## src/hdl/fsru_consts.svh

```systemverilog
// Named constants for the flash status, reset and unprotect host controller.
// Assumes a 200 MHz CLK; every time below is in nanoseconds except FSRU_SYNC_LAT, which is in CLK cycles.
`ifndef FSRU_CONSTS_SVH
`define FSRU_CONSTS_SVH
`define FSRU_CLK_NS 5
`define FSRU_T_RP_NS 500
`define FSRU_T_RH_NS 50
`define FSRU_T_RSP_NS 4000
`define FSRU_T_ACC_NS 70
`define FSRU_T_WP_NS 35
`define FSRU_T_WPH_NS 30
`define FSRU_SYNC_LAT 3
`define FSRU_REG_CTRL 8'h00
`define FSRU_REG_ADDR 8'h04
`define FSRU_REG_DATA 8'h08
`define FSRU_REG_STAT 8'h0C
`define FSRU_OP_READ 3'h0
`define FSRU_OP_WRITE 3'h1
`define FSRU_OP_DPOLL 3'h2
`define FSRU_OP_TPOLL 3'h3
`define FSRU_OP_RESET 3'h4
`define FSRU_RES_NONE 2'h0
`define FSRU_RES_PASS 2'h1
`define FSRU_RES_FAIL 2'h2
`define FSRU_RESP_OKAY 2'h0
`define FSRU_RESP_SLVERR 2'h2
`define FSRU_BIT_POLL 7
`define FSRU_BIT_TOGGLE 6
`define FSRU_BIT_LIMIT 5
`define FSRU_BIT_SUSPEND 2
`endif

```

## src/hdl/fsru_pkg.sv

```systemverilog
// Types shared by the flash status, reset and unprotect host controller.
// Assumes nothing of its surroundings.
`default_nettype none
package fsru_pkg;
   typedef enum logic [3:0]
   {
      S_IDLE, S_RD_ACC, S_RD_GAP, S_EVAL, S_WR_SETUP, S_WR_PULSE, S_WR_GAP, S_RST_LOW, S_RST_HIGH
   } fsru_state_e;
endpackage
`default_nettype wire
```

## src/hdl/fsru_host_ctrl.sv

```systemverilog
// Host controller that drives a parallel NOR flash and polls its status.
// Assumes an AXI4-Lite master on CLK and a flash wired to the FL_ pins.
// Behaviour
// - Recheck poll bit after time-limit flag rises
// - Two consecutive reads decide toggling
// - Recheck toggle bit after time-limit flag rises
// - Every chip or output pulse is new read
// - Poll reads use programmed or erased address
// - Hold reset low at least 500 ns
// - Wait 50 ns after reset before reading
// - Reading may start right when ready shows
// - Wait 4 us after high voltage before writing
//
// Added by the designer: the AXI4-Lite register port and the register offsets.
`timescale 1ns/1ps
`default_nettype none
`include "fsru_consts.svh"
module fsru_host_ctrl
   import fsru_pkg::*;
#(
   parameter int T_ACC_NS = `FSRU_T_ACC_NS,
   parameter int T_RSP_NS = `FSRU_T_RSP_NS
)
(
   // Clock and reset
   input wire logic CLK,
   input wire logic RST,
   // AXI4-Lite register port
   input wire logic [7:0] S_AXI_AWADDR,
   input wire logic S_AXI_AWVALID,
   output logic S_AXI_AWREADY,
   input wire logic [31:0] S_AXI_WDATA,
   input wire logic [3:0] S_AXI_WSTRB,
   input wire logic S_AXI_WVALID,
   output logic S_AXI_WREADY,
   output logic [1:0] S_AXI_BRESP,
   output logic S_AXI_BVALID,
   input wire logic S_AXI_BREADY,
   input wire logic [7:0] S_AXI_ARADDR,
   input wire logic S_AXI_ARVALID,
   output logic S_AXI_ARREADY,
   output logic [31:0] S_AXI_RDATA,
   output logic [1:0] S_AXI_RRESP,
   output logic S_AXI_RVALID,
   input wire logic S_AXI_RREADY,
   // Flash pins
   output logic FL_CE_N,
   output logic FL_OE_N,
   output logic FL_WE_N,
   output logic [18:0] FL_ADDR,
   input wire logic [7:0] FL_DATA_I,
   output logic [7:0] FL_DATA_O,
   output logic FL_DATA_OE,
   output logic FL_RESET_N,
   output logic FL_VID_EN,
   input wire logic FL_READY_BUSY_N
);

   function automatic int cyc_up(input int ns);
      int c;
      c = (ns + `FSRU_CLK_NS - 1) / `FSRU_CLK_NS;
      return (c < 1) ? 1 : c;
   endfunction

   function automatic logic [31:0] merge(input logic [31:0] old, input logic [31:0] nw, input logic [3:0] be);
      logic [31:0] r;
      r = old;
      for (int i = 0; i < 4; i++)
      begin
         if (be[i])
         begin
            r[i*8 +: 8] = nw[i*8 +: 8];
         end
      end
      return r;
   endfunction

   // Read access includes the pin synchroniser so the sampled byte is settled.
   localparam logic [15:0] ACC_C = 16'(cyc_up(T_ACC_NS) + `FSRU_SYNC_LAT);
   localparam logic [15:0] WP_C = 16'(cyc_up(`FSRU_T_WP_NS));
   localparam logic [15:0] WPH_C = 16'(cyc_up(`FSRU_T_WPH_NS));
   localparam logic [15:0] RP_C = 16'(cyc_up(`FSRU_T_RP_NS));
   localparam logic [15:0] RH_C = 16'(cyc_up(`FSRU_T_RH_NS));
   localparam logic [15:0] RSP_C = 16'(cyc_up(T_RSP_NS));

   logic [7:0] aw_addr, next_aw_addr;
   logic aw_full, next_aw_full;
   logic [31:0] w_data, next_w_data;
   logic [3:0] w_strb, next_w_strb;
   logic w_full, next_w_full;
   logic awready, next_awready, wready, next_wready, arready, next_arready;
   logic bvalid, next_bvalid, rvalid, next_rvalid;
   logic [1:0] bresp, next_bresp, rresp, next_rresp;
   logic [31:0] rdata, next_rdata;
   logic vid_en, next_vid_en, vid_ready, next_vid_ready;
   logic [15:0] vid_cnt, next_vid_cnt;
   logic [2:0] op, next_op;
   logic [18:0] addr, next_addr;
   logic [7:0] data, next_data;
   fsru_state_e state, next_state;
   logic [15:0] cnt, next_cnt;
   logic [1:0] step, next_step, result, next_result;
   logic [7:0] rd_val, next_rd_val, prev_val, next_prev_val;
   logic sus_tog, next_sus_tog;
   logic ce_n, next_ce_n, oe_n, next_oe_n, we_n, next_we_n, rst_n, next_rst_n;
   logic [18:0] fl_addr, next_fl_addr;
   logic [7:0] dq_o, next_dq_o;
   logic dq_oe, next_dq_oe;
   logic [2:0] rb_s;
   logic [7:0] dq_s [3];
   logic rb_level, next_rb_level;
   logic start;

   always_comb
   begin
      logic [31:0] ctrl_w;
      logic [31:0] reg_r;
      ctrl_w = 32'h0000_0000;
      reg_r = 32'h0000_0000;
      next_aw_addr = aw_addr;
      next_aw_full = aw_full;
      next_w_data = w_data;
      next_w_strb = w_strb;
      next_w_full = w_full;
      next_bvalid = bvalid;
      next_bresp = bresp;
      next_rvalid = rvalid;
      next_rresp = rresp;
      next_rdata = rdata;
      next_vid_en = vid_en;
      next_op = op;
      next_addr = addr;
      next_data = data;
      start = 1'b0;
      next_rb_level = (rb_s[1] == rb_s[2]) ? rb_s[2] : rb_level;
      if (S_AXI_AWVALID && awready)
      begin
         next_aw_addr = S_AXI_AWADDR;
         next_aw_full = 1'b1;
      end
      if (S_AXI_WVALID && wready)
      begin
         next_w_data = S_AXI_WDATA;
         next_w_strb = S_AXI_WSTRB;
         next_w_full = 1'b1;
      end
      if (bvalid && S_AXI_BREADY)
      begin
         next_bvalid = 1'b0;
      end
      else if (aw_full && w_full && !bvalid)
      begin
         next_aw_full = 1'b0;
         next_w_full = 1'b0;
         next_bvalid = 1'b1;
         next_bresp = `FSRU_RESP_OKAY;
         if (aw_addr == `FSRU_REG_CTRL)
         begin
            ctrl_w = merge({27'h000_0000, vid_en, op, 1'b0}, w_data, w_strb);
            next_vid_en = ctrl_w[4];
            next_op = ctrl_w[3:1];
            start = ctrl_w[0];
         end
         else if (aw_addr == `FSRU_REG_ADDR)
         begin
            next_addr = 19'(merge({13'h0000, addr}, w_data, w_strb));
         end
         else if (aw_addr == `FSRU_REG_DATA)
         begin
            next_data = 8'(merge({24'h00_0000, data}, w_data, w_strb));
         end
         else if (aw_addr != `FSRU_REG_STAT)
         begin
            next_bresp = `FSRU_RESP_SLVERR;
         end
      end
      if (rvalid && S_AXI_RREADY)
      begin
         next_rvalid = 1'b0;
      end
      else if (S_AXI_ARVALID && arready)
      begin
         next_rvalid = 1'b1;
         next_rresp = `FSRU_RESP_OKAY;
         if (S_AXI_ARADDR == `FSRU_REG_CTRL)
         begin
            reg_r = {27'h000_0000, vid_en, op, 1'b0};
         end
         else if (S_AXI_ARADDR == `FSRU_REG_ADDR)
         begin
            reg_r = {13'h0000, addr};
         end
         else if (S_AXI_ARADDR == `FSRU_REG_DATA)
         begin
            reg_r = {24'h00_0000, data};
         end
         else if (S_AXI_ARADDR == `FSRU_REG_STAT)
         begin
            reg_r = {16'h0000, rd_val, 2'h0, sus_tog, vid_ready, rb_level, result, state != S_IDLE};
         end
         else
         begin
            next_rresp = `FSRU_RESP_SLVERR;
         end
         next_rdata = reg_r;
      end
      next_awready = !next_aw_full && !next_bvalid;
      next_wready = !next_w_full && !next_bvalid;
      next_arready = !next_rvalid;
   end

   // Write cycles in unprotect mode are held back until the raised reset level has settled.
   always_comb
   begin
      next_vid_cnt = vid_cnt;
      next_vid_ready = vid_ready;
      if (!vid_en)
      begin
         next_vid_cnt = RSP_C;
         next_vid_ready = 1'b0;
      end
      else if (vid_cnt != 16'h0000)
      begin
         next_vid_cnt = vid_cnt - 16'h0001;
      end
      else
      begin
         next_vid_ready = 1'b1;
      end
   end

   always_comb
   begin
      logic another;
      another = 1'b0;
      next_state = state;
      next_cnt = cnt;
      next_step = step;
      next_result = result;
      next_rd_val = rd_val;
      next_prev_val = prev_val;
      next_sus_tog = sus_tog;
      next_ce_n = ce_n;
      next_oe_n = oe_n;
      next_we_n = we_n;
      next_rst_n = rst_n;
      next_fl_addr = fl_addr;
      next_dq_o = dq_o;
      next_dq_oe = dq_oe;
      case (state)
         S_IDLE:
         begin
            // A start while busy is dropped; software checks the busy bit first.
            if (start)
            begin
               next_fl_addr = addr;
               next_step = 2'h0;
               next_sus_tog = 1'b0;
               next_result = `FSRU_RES_NONE;
               if (next_op == `FSRU_OP_WRITE)
               begin
                  next_state = S_WR_SETUP;
               end
               else if (next_op == `FSRU_OP_RESET)
               begin
                  next_rst_n = 1'b0;
                  next_cnt = RP_C;
                  next_state = S_RST_LOW;
               end
               else if (next_op <= `FSRU_OP_TPOLL)
               begin
                  another = 1'b1;
               end
               else
               begin
                  next_result = `FSRU_RES_FAIL;
               end
            end
         end
         S_RD_ACC:
         begin
            if (cnt != 16'h0000)
            begin
               next_cnt = cnt - 16'h0001;
            end
            else if (dq_s[1] == dq_s[2])
            begin
               next_rd_val = dq_s[2];
               next_ce_n = 1'b1;
               next_oe_n = 1'b1;
               next_cnt = WPH_C;
               next_state = S_RD_GAP;
            end
         end
         S_RD_GAP:
         begin
            if (cnt != 16'h0000)
            begin
               next_cnt = cnt - 16'h0001;
            end
            else
            begin
               next_state = S_EVAL;
            end
         end
         S_EVAL:
         begin
            next_state = S_IDLE;
            next_prev_val = rd_val;
            if (op == `FSRU_OP_READ)
            begin
               next_result = `FSRU_RES_PASS;
            end
            else if (op == `FSRU_OP_DPOLL)
            begin
               if (rd_val[`FSRU_BIT_POLL] == data[`FSRU_BIT_POLL])
               begin
                  next_result = `FSRU_RES_PASS;
               end
               else if (step != 2'h0)
               begin
                  next_result = `FSRU_RES_FAIL;
               end
               else
               begin
                  next_step = rd_val[`FSRU_BIT_LIMIT] ? 2'h1 : 2'h0;
                  another = 1'b1;
               end
            end
            else
            begin
               if (step != 2'h0 && rd_val[`FSRU_BIT_SUSPEND] != prev_val[`FSRU_BIT_SUSPEND])
               begin
                  next_sus_tog = 1'b1;
               end
               if (step == 2'h0 || step == 2'h2)
               begin
                  next_step = step + 2'h1;
                  another = 1'b1;
               end
               else if (rd_val[`FSRU_BIT_TOGGLE] == prev_val[`FSRU_BIT_TOGGLE])
               begin
                  next_result = `FSRU_RES_PASS;
               end
               else if (step == 2'h3)
               begin
                  next_result = `FSRU_RES_FAIL;
               end
               else if (rd_val[`FSRU_BIT_LIMIT])
               begin
                  next_step = 2'h2;
                  another = 1'b1;
               end
               else
               begin
                  another = 1'b1;
               end
            end
         end
         S_WR_SETUP:
         begin
            if (!vid_en || vid_ready)
            begin
               next_dq_o = data;
               next_dq_oe = 1'b1;
               next_ce_n = 1'b0;
               next_we_n = 1'b0;
               next_cnt = WP_C;
               next_state = S_WR_PULSE;
            end
         end
         S_WR_PULSE:
         begin
            if (cnt != 16'h0000)
            begin
               next_cnt = cnt - 16'h0001;
            end
            else
            begin
               next_we_n = 1'b1;
               next_ce_n = 1'b1;
               next_cnt = WPH_C;
               next_state = S_WR_GAP;
            end
         end
         S_WR_GAP:
         begin
            if (cnt != 16'h0000)
            begin
               next_cnt = cnt - 16'h0001;
            end
            else
            begin
               next_dq_oe = 1'b0;
               next_result = `FSRU_RES_PASS;
               next_state = S_IDLE;
            end
         end
         S_RST_LOW:
         begin
            if (cnt != 16'h0000)
            begin
               next_cnt = cnt - 16'h0001;
            end
            else
            begin
               next_rst_n = 1'b1;
               next_cnt = RH_C;
               next_state = S_RST_HIGH;
            end
         end
         S_RST_HIGH:
         begin
            if (cnt != 16'h0000)
            begin
               next_cnt = cnt - 16'h0001;
            end
            else
            begin
               next_result = `FSRU_RES_PASS;
               next_state = S_IDLE;
            end
         end
         default:
         begin
            next_state = S_IDLE;
         end
      endcase
      if (another)
      begin
         // Each status read is its own chip and output enable pulse.
         next_ce_n = 1'b0;
         next_oe_n = 1'b0;
         next_cnt = ACC_C;
         next_state = S_RD_ACC;
      end
   end

   always_ff @(posedge CLK)
   begin
      rb_s <= {rb_s[1:0], FL_READY_BUSY_N};
      dq_s[0] <= FL_DATA_I;
      dq_s[1] <= dq_s[0];
      dq_s[2] <= dq_s[1];
      if (RST)
      begin
         aw_addr <= 8'h00;
         aw_full <= 1'b0;
         w_data <= 32'h0000_0000;
         w_strb <= 4'h0;
         w_full <= 1'b0;
         awready <= 1'b0;
         wready <= 1'b0;
         arready <= 1'b0;
         bvalid <= 1'b0;
         bresp <= `FSRU_RESP_OKAY;
         rvalid <= 1'b0;
         rresp <= `FSRU_RESP_OKAY;
         rdata <= 32'h0000_0000;
         vid_en <= 1'b0;
         vid_ready <= 1'b0;
         vid_cnt <= 16'h0000;
         op <= `FSRU_OP_READ;
         addr <= 19'h0_0000;
         data <= 8'h00;
         state <= S_IDLE;
         cnt <= 16'h0000;
         step <= 2'h0;
         result <= `FSRU_RES_NONE;
         rd_val <= 8'h00;
         prev_val <= 8'h00;
         sus_tog <= 1'b0;
         ce_n <= 1'b1;
         oe_n <= 1'b1;
         we_n <= 1'b1;
         rst_n <= 1'b1;
         fl_addr <= 19'h0_0000;
         dq_o <= 8'h00;
         dq_oe <= 1'b0;
         rb_level <= 1'b1;
      end
      else
      begin
         aw_addr <= next_aw_addr;
         aw_full <= next_aw_full;
         w_data <= next_w_data;
         w_strb <= next_w_strb;
         w_full <= next_w_full;
         awready <= next_awready;
         wready <= next_wready;
         arready <= next_arready;
         bvalid <= next_bvalid;
         bresp <= next_bresp;
         rvalid <= next_rvalid;
         rresp <= next_rresp;
         rdata <= next_rdata;
         vid_en <= next_vid_en;
         vid_ready <= next_vid_ready;
         vid_cnt <= next_vid_cnt;
         op <= next_op;
         addr <= next_addr;
         data <= next_data;
         state <= next_state;
         cnt <= next_cnt;
         step <= next_step;
         result <= next_result;
         rd_val <= next_rd_val;
         prev_val <= next_prev_val;
         sus_tog <= next_sus_tog;
         ce_n <= next_ce_n;
         oe_n <= next_oe_n;
         we_n <= next_we_n;
         rst_n <= next_rst_n;
         fl_addr <= next_fl_addr;
         dq_o <= next_dq_o;
         dq_oe <= next_dq_oe;
         rb_level <= next_rb_level;
      end
   end

   assign S_AXI_AWREADY = awready;
   assign S_AXI_WREADY = wready;
   assign S_AXI_BVALID = bvalid;
   assign S_AXI_BRESP = bresp;
   assign S_AXI_ARREADY = arready;
   assign S_AXI_RVALID = rvalid;
   assign S_AXI_RRESP = rresp;
   assign S_AXI_RDATA = rdata;
   assign FL_CE_N = ce_n;
   assign FL_OE_N = oe_n;
   assign FL_WE_N = we_n;
   assign FL_ADDR = fl_addr;
   assign FL_DATA_O = dq_o;
   assign FL_DATA_OE = dq_oe;
   assign FL_RESET_N = rst_n;
   assign FL_VID_EN = vid_en;
endmodule
`default_nettype wire

```

## config.mk

```make
export PLATFORM = sky130hd
export DESIGN_NAME = fsru_host_ctrl
export DESIGN_NICKNAME = d
export VERILOG_FILES = /design/src/hdl/fsru_pkg.sv /design/src/hdl/fsru_host_ctrl.sv
export VERILOG_INCLUDE_DIRS = /design/src /design/src/hdl
export SDC_FILE = /design/constraint.sdc
export NUM_CORES = 1
export LEC_CHECK = 0
export BUFFER_PORTS_ARGS = -buffer_cell sky130_fd_sc_hd__buf_2
export CAP_MARGIN = 20
export CELL_PAD_IN_SITES_DETAIL_PLACEMENT = 0
export CELL_PAD_IN_SITES_GLOBAL_PLACEMENT = 2
export CORE_AREA = 2 2 161 163
export CTS_CLUSTER_DIAMETER = 80
export DETAILED_ROUTE_END_ITERATION = 12
export DIE_AREA = 0 0 163 165
export PLACE_DENSITY_LB_ADDON = 0.1
export REMOVE_ABC_BUFFERS = 1
export SLEW_MARGIN = 20
export SYNTH_ARGS = -nofsm -noshare
export SYNTH_HDL_FRONTEND = slang
export SYNTH_SLANG_ARGS = --single-unit
```

## constraint.sdc

```tcl
create_clock -name CLK -period 3.7 [get_ports CLK]
set_input_delay 0.74 -clock CLK [delete_from_list [all_inputs] [get_ports CLK]]
set_output_delay 0.74 -clock CLK [all_outputs]
set_load 0.005 [all_outputs]
```

==> flow_metrics.env, run 1 <==
export IMPL_status="finished clean"
export IMPL_wl_um=24000
export IMPL_tns_ns=0
export IMPL_p_per_area_nw_per_um2=462
export IMPL_final_setup_skew_ns=0.00794
export IMPL_p_int_mw=3.58
export IMPL_clkTransAtPathRegs_ns=0.06
export IMPL_cp_slowest_cell="or4b_4"
export IMPL_cap_violations=0
export IMPL_clock_power_share_pct=47.3
export IMPL_switchingPower_mw=1.01
export IMPL_gp_congestion=0.771
export IMPL_grt_pass1_wl_um=38300
export IMPL_fin_cells=1405
export IMPL_seqPwrFrac_pct=48.8
export IMPL_drcViolationCount=0
export IMPL_ctsResizeCount=0
export IMPL_hold_path_class="reg2reg"
export IMPL_relSlewSlack_pct=35.0
export IMPL_drt_iter0_drc=421
export IMPL_core_area_um2=25000
export IMPL_cts_sinks=201
export IMPL_cts_hold_buf=0
export IMPL_hold_viol=0
export IMPL_clockBufferDepth=3
export IMPL_holdPathStages=0
export IMPL_critPathMaxFanout=7
export IMPL_worstRegToRegCells=8
export IMPL_clock_latency_ns=0.50
export IMPL_chipWidth_um=163
export IMPL_avgSynthCellArea_um2=8.69
export IMPL_antenna_found_initial=1
export IMPL_syn_area_um2=8400
export IMPL_start_util_pct=33.6
export IMPL_first_pass_iters=5
export IMPL_power_leakage_nw=3.93
export IMPL_yosysUniqueCellTypes=78
export IMPL_max_stage_delay_ns=0.56
export IMPL_yosys_warnings=0
export IMPL_combPwrFrac_pct=3.9
export IMPL_syn_to_final_growth_pct=18.1
export IMPL_worst_ep_arrival_time_ns=3.27
export IMPL_io_pin_count=142
export IMPL_num_vias=7140
export IMPL_ys_seq_area_share_pct=47.9
export IMPL_port_buffers=112
export IMPL_viasPerCell=5.08
export IMPL_crit_top_cell="a21oi_2"
export IMPL_grt_pass1_vias=6821
export IMPL_post_cts_setup_buffer_count=0
export IMPL_setup_violations=0
export IMPL_ys_async_sr_fraction_pct=0
export IMPL_root_buffer="clkbuf_16"
export IMPL_reg2reg_slack_ns=0.86
export IMPL_postSynthCellCount=967
export IMPL_drive_above_1_share_pct=18.7
export IMPL_fmax_mhz=352
export IMPL_drv_slew=0
export IMPL_die_y_um=165
export IMPL_min_period_ns=2.84
export IMPL_ys_ff_latch=201
export IMPL_die_area_um2=26900
export IMPL_post_route_period_util_pct=76.7
export IMPL_antenna_left=0
export IMPL_startpoint_type="flip-flop"
export IMPL_numCtsBuffers=23
export IMPL_nNetsFinal=1134
export IMPL_critPathCaptureType="flip-flop"
export IMPL_place_hpwl_um=16400
export IMPL_tritoncts="done"
export IMPL_n_antenna_cell=0
export IMPL_critPathKind="reg2reg"
export IMPL_path_cells="inv_1 > ha_1 > or3b_2 > or4b_4 > nor2_4 > a21oi_2 > or4_4 > a21oi_2"
export IMPL_num_rows=58
export IMPL_ys_flop_type="dfxtp_1"
export IMPL_swShare_pct=22.0
export IMPL_worstMarginPinSlew_ns=0.963
export IMPL_grt_max_degree=138
export IMPL_placed_cells=1369
export IMPL_grt_use_total_pct=17.9
export IMPL_h_tree_depth=1
export IMPL_irDropWorstVdd_mv=0.310
export IMPL_nFillCells=2638
export IMPL_synth_edf_count=0
export IMPL_grt_ovfl_total=0
export IMPL_wire_per_inst_um=17.1
export IMPL_rsz0062_at_grt="no"
export IMPL_required_ns=4.14
==> cells by family after synthesis <==
group / Yosys count / share of synthesized area [%]
AND/OR/NAND/NOR: 391 / 21.8
AO/OA/AOI/OAI: 230 / 18.0
flip-flops: 201 / 47.9
buffers and inverters: 83 / 4.66
multiplexers: 35 / 4.82
XOR/XNOR: 24 / 2.50
adder cells (fa/ha/maj): 2 / 0.298
other: 1 / 0.0446
==> worst max-delay path: cells and delay by family (launching register included) <==
kind,cells,cell delay [ns]
AND/OR/NAND/NOR,4,1.85
AO/OA/AOI/OAI,2,0.26
adder cells (fa/ha/maj),1,0.23
flip-flops,1,0.33
buffers and inverters,1,0.08
==> final timing paths <==
path                      end        from
hold / removal    dq_s[0][13]  dq_s[0][5]
setup / recovery     state[3]      cnt[0]
setup reg to reg     state[3]      cnt[0]
hold reg to reg   dq_s[0][13]  dq_s[0][5]
==> layout make-up <==
type                       count  area [um2]  area share [%]
timing repair buffer         128         696            7.01
sequential                   201        4020            40.5
tap                          330         413            4.16
inverter                      13        48.8           0.492
multi-input combinational    697        4040            40.7
clock inverter                 6        80.1           0.807
clock buffer                  30         622            6.27
==> through the flow <==
step           instance area, um2  utilization, %  setup WS [ns]  hold WS [ns]  power, mW
6_report                     9920            39.6          0.863         0.318       4.59
3_5_place_dp                 9220            36.8          0.871         0.314       2.47
3_3_place_gp                 9220            36.8          0.873         0.313       2.47
2_1_floorplan                8110               -          0.937         0.310       2.36
4_1_cts                      9920            39.6          0.859         0.315       4.67
5_1_grt                      9920            39.6          0.709         0.313       4.80
==> power by group through the flow <==
stage,logic [mW],clock network (mW),registers (mW)
after floorplan,0.0851,0,2.28
after global placement,0.184,0,2.28
after detailed placement,0.184,0,2.28
after CTS,0.185,2.25,2.24
after global routing,0.204,2.35,2.24
final,0.181,2.17,2.24
==> routing by layer <==
metal  share of wire, %  vias to the layer above  global-route usage (%)
li1                   -                     3585                       -
met1                 47                     3367                    24.8
met2                 46                      152                    28.8
met3                5.5                       34                    3.69
met4                1.7                        2                    4.10
met5              0.054                        -                       0
==> synthesized netlist by cell type, types with 4 or more instances <==
master,count,area [um2]
a311oi_1,6,52.6
nor3_1,25,125
nor2_1,96,360
o211ai_1,6,45.0
mux4_2,4,90.1
or4_1,4,30.0
nor3b_1,9,67.6
mux2_2,4,45.0
a21oi_1,114,571
o31ai_1,6,45.0
nand3_1,27,135
dfxtp_1,201,4020
nand2_1,165,619
a31oi_1,8,50.1
nand2b_1,5,31.3
or3_1,8,50.1
and2_1,5,31.3
nor4_1,10,62.6
o21ai_0,18,90.1
nand4_1,5,31.3
a211oi_1,4,30.0
or2_2,5,31.3
clkbuf_1,51,191
xnor2_1,21,184
a311oi_2,6,90.1
a22oi_1,17,128
inv_1,13,48.8
mux2i_1,27,270
buf_4,15,113
==> cell usage in the layout, fill, tap and decap left out, drive strengths merged, types with 4 or more instances in the layout <==
master     n
dfxtp    201
nand2    165
buf      128
a21oi    117
nor2      97
clkbuf    30
nand3     28
mux2i     27
nor3      25
xnor2     21
o21ai     20
a22oi     17
conb      15
inv       13
a311oi    12
nor4      10
nor3b      9
or3        8
a31oi      8
a211oi     7
o211ai     6
o31ai      6
and2       6
or4        6
nand2b     5
or2        5
nand4      5
and3       5
mux2       4
mux4       4
clkinv     4
a2111oi    4
o311ai     4
==> state kept, by name, indices dropped and copies added (netlist names), 2 cells and up <==
signal,count
prev_val,2
step,2
w_strb,3
state,4
rd_val,8
addr,19
FL_ADDR,19
op,3
aw_addr,8
rb_s,3
dq_s,24
FL_DATA_O,8
cnt,16
data,8
result,2
vid_cnt,16
w_data,19
S_AXI_RDATA,19
No activity file was read; power rests on OpenSTA's default activity.
==> inputs of run 2 (changes only) <==
--- a/config.mk
+++ b/config.mk
@@ -6,14 +6,15 @@
 export SDC_FILE = /design/constraint.sdc
 export NUM_CORES = 1
 export LEC_CHECK = 0
+export ABC_AREA = 1
 export BUFFER_PORTS_ARGS = -buffer_cell sky130_fd_sc_hd__buf_2
 export CAP_MARGIN = 20
 export CELL_PAD_IN_SITES_DETAIL_PLACEMENT = 0
 export CELL_PAD_IN_SITES_GLOBAL_PLACEMENT = 2
-export CORE_AREA = 2 2 161 163
+export CORE_AREA = 2 2 168 170
 export CTS_CLUSTER_DIAMETER = 80
 export DETAILED_ROUTE_END_ITERATION = 12
-export DIE_AREA = 0 0 163 165
+export DIE_AREA = 0 0 170 172
 export PLACE_DENSITY_LB_ADDON = 0.1
 export REMOVE_ABC_BUFFERS = 1
 export SLEW_MARGIN = 20
==> constraint.sdc (replaced) <==
create_clock -name CLK -period 2.9 [get_ports CLK]
set_input_delay 0.58 -clock CLK [delete_from_list [all_inputs] [get_ports CLK]]
set_output_delay 0.58 -clock CLK [all_outputs]
set_load 0.005 [all_outputs]
==> flow_metrics.env, run 2 <==
export IMPL_synth_area_leaders="dfxtp_1 (46%), nor2_1 (7.8%), nand2_1 (6.7%)"
export IMPL_reg2reg_to="state[2]"
export IMPL_wire_per_inst_um=15.2
export IMPL_startpoint_type="flip-flop"
export IMPL_yosys_warnings=0
export IMPL_grt_max_degree=42
export IMPL_layout_common_cells="dfxtp_1 (201), nor2_1 (180), nand2_1 (156), inv_1 (123), buf_2 (112)"
export IMPL_place_hpwl_um=18000
export IMPL_cts_hold_buf=0
export IMPL_numCtsBuffers=24
export IMPL_ys_async_sr_fraction_pct=0
export IMPL_top_register="dq_s"
export IMPL_gp_congestion=0.758
export IMPL_die_y_um=172
export IMPL_irDropWorstVdd_mv=0.315
export IMPL_antenna_found_initial=0
export IMPL_cap_violations=0
export IMPL_wl_um=24700
export IMPL_ys_seq_area_share_pct=46.4
export IMPL_worstRegToRegCells=11
export IMPL_rsz0062_at_grt="no"
export IMPL_whs_ns=0.171
export IMPL_num_rows=61
export IMPL_yosysTopAreaCellShare_pct=46.4
export IMPL_largest_reg_flops=24
export IMPL_core_area_um2=27500
export IMPL_crit_start="cnt[0]"
export IMPL_clock_latency_ns=0.52
export IMPL_tritoncts="done"
export IMPL_chipWidth_um=170
export IMPL_required_ns=3.29
export IMPL_die_area_um2=29200
export IMPL_start_util_pct=31.6
export IMPL_r2r_start="cnt[0]"
export IMPL_post_dp_cell_area_um2=9660
export IMPL_grt_ovfl_total=0
export IMPL_drv_slew=0
export IMPL_drive_above_1_share_pct=18.0
export IMPL_synth_common_cells="dfxtp_1 (201), nor2_1 (180), nand2_1 (156), inv_1 (124), o21ai_0 (96)"
export IMPL_grt_pass1_wl_um=39400
export IMPL_cp_endpoint="state[2]"
export IMPL_drt_iter0_drc=345
export IMPL_h_tree_depth=1
export IMPL_post_route_period_util_pct=80.2
export IMPL_root_buffer="clkbuf_16"
export IMPL_hold_path_class="in2reg"
export IMPL_grt_pass1_vias=7285
export IMPL_antenna_left=0
export IMPL_worst_ep_arrival_time_ns=2.72
export IMPL_grt_use_total_pct=17.0
export IMPL_ctsResizeCount=0
export IMPL_reg2reg_slack_ns=0.58
export IMPL_critPathKind="reg2reg"
export IMPL_status="finished clean"
export IMPL_p_per_area_nw_per_um2=595
export IMPL_io_pin_count=142
export IMPL_final_setup_skew_ns=0.0179
export IMPL_hold_viol=0
export IMPL_synth_most_common_cell="dfxtp_1"
export IMPL_postSynthCellCount=1143
export IMPL_clkTransAtPathRegs_ns=0.06
export IMPL_tns_ns=0
export IMPL_port_buffers=112
export IMPL_cts_sinks=201
export IMPL_first_pass_iters=4
export IMPL_num_vias=7614
export IMPL_nNetsFinal=1342
export IMPL_ys_flop_type="dfxtp_1"
export IMPL_power_leakage_nw=4.53
export IMPL_ys_ff_latch=201
export IMPL_min_period_ns=2.32
export IMPL_fmax_mhz=430
export IMPL_drcViolationCount=0
export IMPL_nFillCells=2926
export IMPL_setup_violations=0
export IMPL_synth_edf_count=0
export IMPL_avgSynthCellArea_um2=7.59
export IMPL_relSlewSlack_pct=52.2
export IMPL_fin_area_um2=10500
export IMPL_critPathMaxFanout=6
export IMPL_clockBufferDepth=3
export IMPL_worstMarginPinSlew_ns=0.714
export IMPL_fin_util_pct=38.1
export IMPL_critPathCaptureType="flip-flop"
export IMPL_syn_area_um2=8680
export IMPL_syn_to_final_growth_pct=20.6
export IMPL_yosysUniqueCellTypes=55
export IMPL_n_antenna_cell=0
export IMPL_synth_top_area_cell="dfxtp_1"
export IMPL_final_common_cell="dfxtp_1"
export IMPL_viasPerCell=4.67
export IMPL_post_cts_setup_buffer_count=0
[run 2: cells by family after synthesis]
| group | Yosys count | share of synthesized area [%] |
|---|---|---|
| AOI/OAI and AO/OA | 248 | 16.5 |
| xor gates and xnor gates | 22 | 2.22 |
| adders and majority gates | 2 | 0.288 |
| buffers and inverters | 185 | 9.13 |
| DFF | 201 | 46.4 |
| other | 1 | 0.0432 |
| and+or+nand+nor | 484 | 25.5 |
[run 2: stage by stage]
step | setup WS, ns | cells | power, mW
floorplan | 0.679 | 1104 | 3.09
global placement | 0.626 | 1592 | 3.24
detailed placement | 0.584 | 1592 | 3.24
CTS | 0.573 | 1632 | 6.35
global route | 0.375 | 1632 | 6.50
finish | 0.575 | 1632 | 6.23
[run 2: worst min path at each step]
stage / start / to / slack, ns / depth (start not counted)
3_5_place_dp: dq_s[0][1] / dq_s[0][9] / 0.31 / 0
3_3_place_gp: dq_s[0][0] / dq_s[0][8] / 0.31 / 0
6_report: FL_DATA_I[6] / dq_s[0][6] / 0.17 / 1
2_1_floorplan: dq_s[0][2] / dq_s[0][10] / 0.31 / 0
4_1_cts: FL_DATA_I[0] / dq_s[0][0] / 0.15 / 1
5_1_grt: FL_DATA_I[7] / dq_s[0][7] / 0.15 / 1
[run 2: cell type report]
type / instances / area (um2) / share of cell area (%)
clock inverter: 7 / 125 / 1.20
inverter: 132 / 495 / 4.74
tap: 346 / 433 / 4.14
clock buffer: 33 / 674 / 6.45
sequential: 201 / 4020 / 38.5
timing repair buffer: 142 / 798 / 7.63
multi-input combinational: 771 / 3910 / 37.4
[run 2: layer usage]
metal  wire, um  GRT usage [%]  vias to the layer above
met1      12300           23.7                     3460
met2      10800           27.4                      131
li1           -              -                     3999
met4        364           4.01                        0
met5          0              0                        -
met3       1190           3.11                       24
[run 2: where the power goes]
group	total [mW]	leakage [nW]	switching (mW)	internal [mW]
Combinational	0.308	2.50	0.200	0.108
Sequential	2.87	1.64	0.0369	2.83
Clock	3.06	0.392	1.17	1.89
[run 2: critical path, stage by stage (launching register included)]
cell,delay [ns]
dfxtp_1,0.31
inv_1,0.09
ha_1,0.19
nand3_1,0.24
nor3_1,0.39
nand3_1,0.21
nand2_1,0.15
nand3_1,0.09
nor2_1,0.13
nand2_1,0.17
o21ai_0,0.19
a21oi_1,0.05
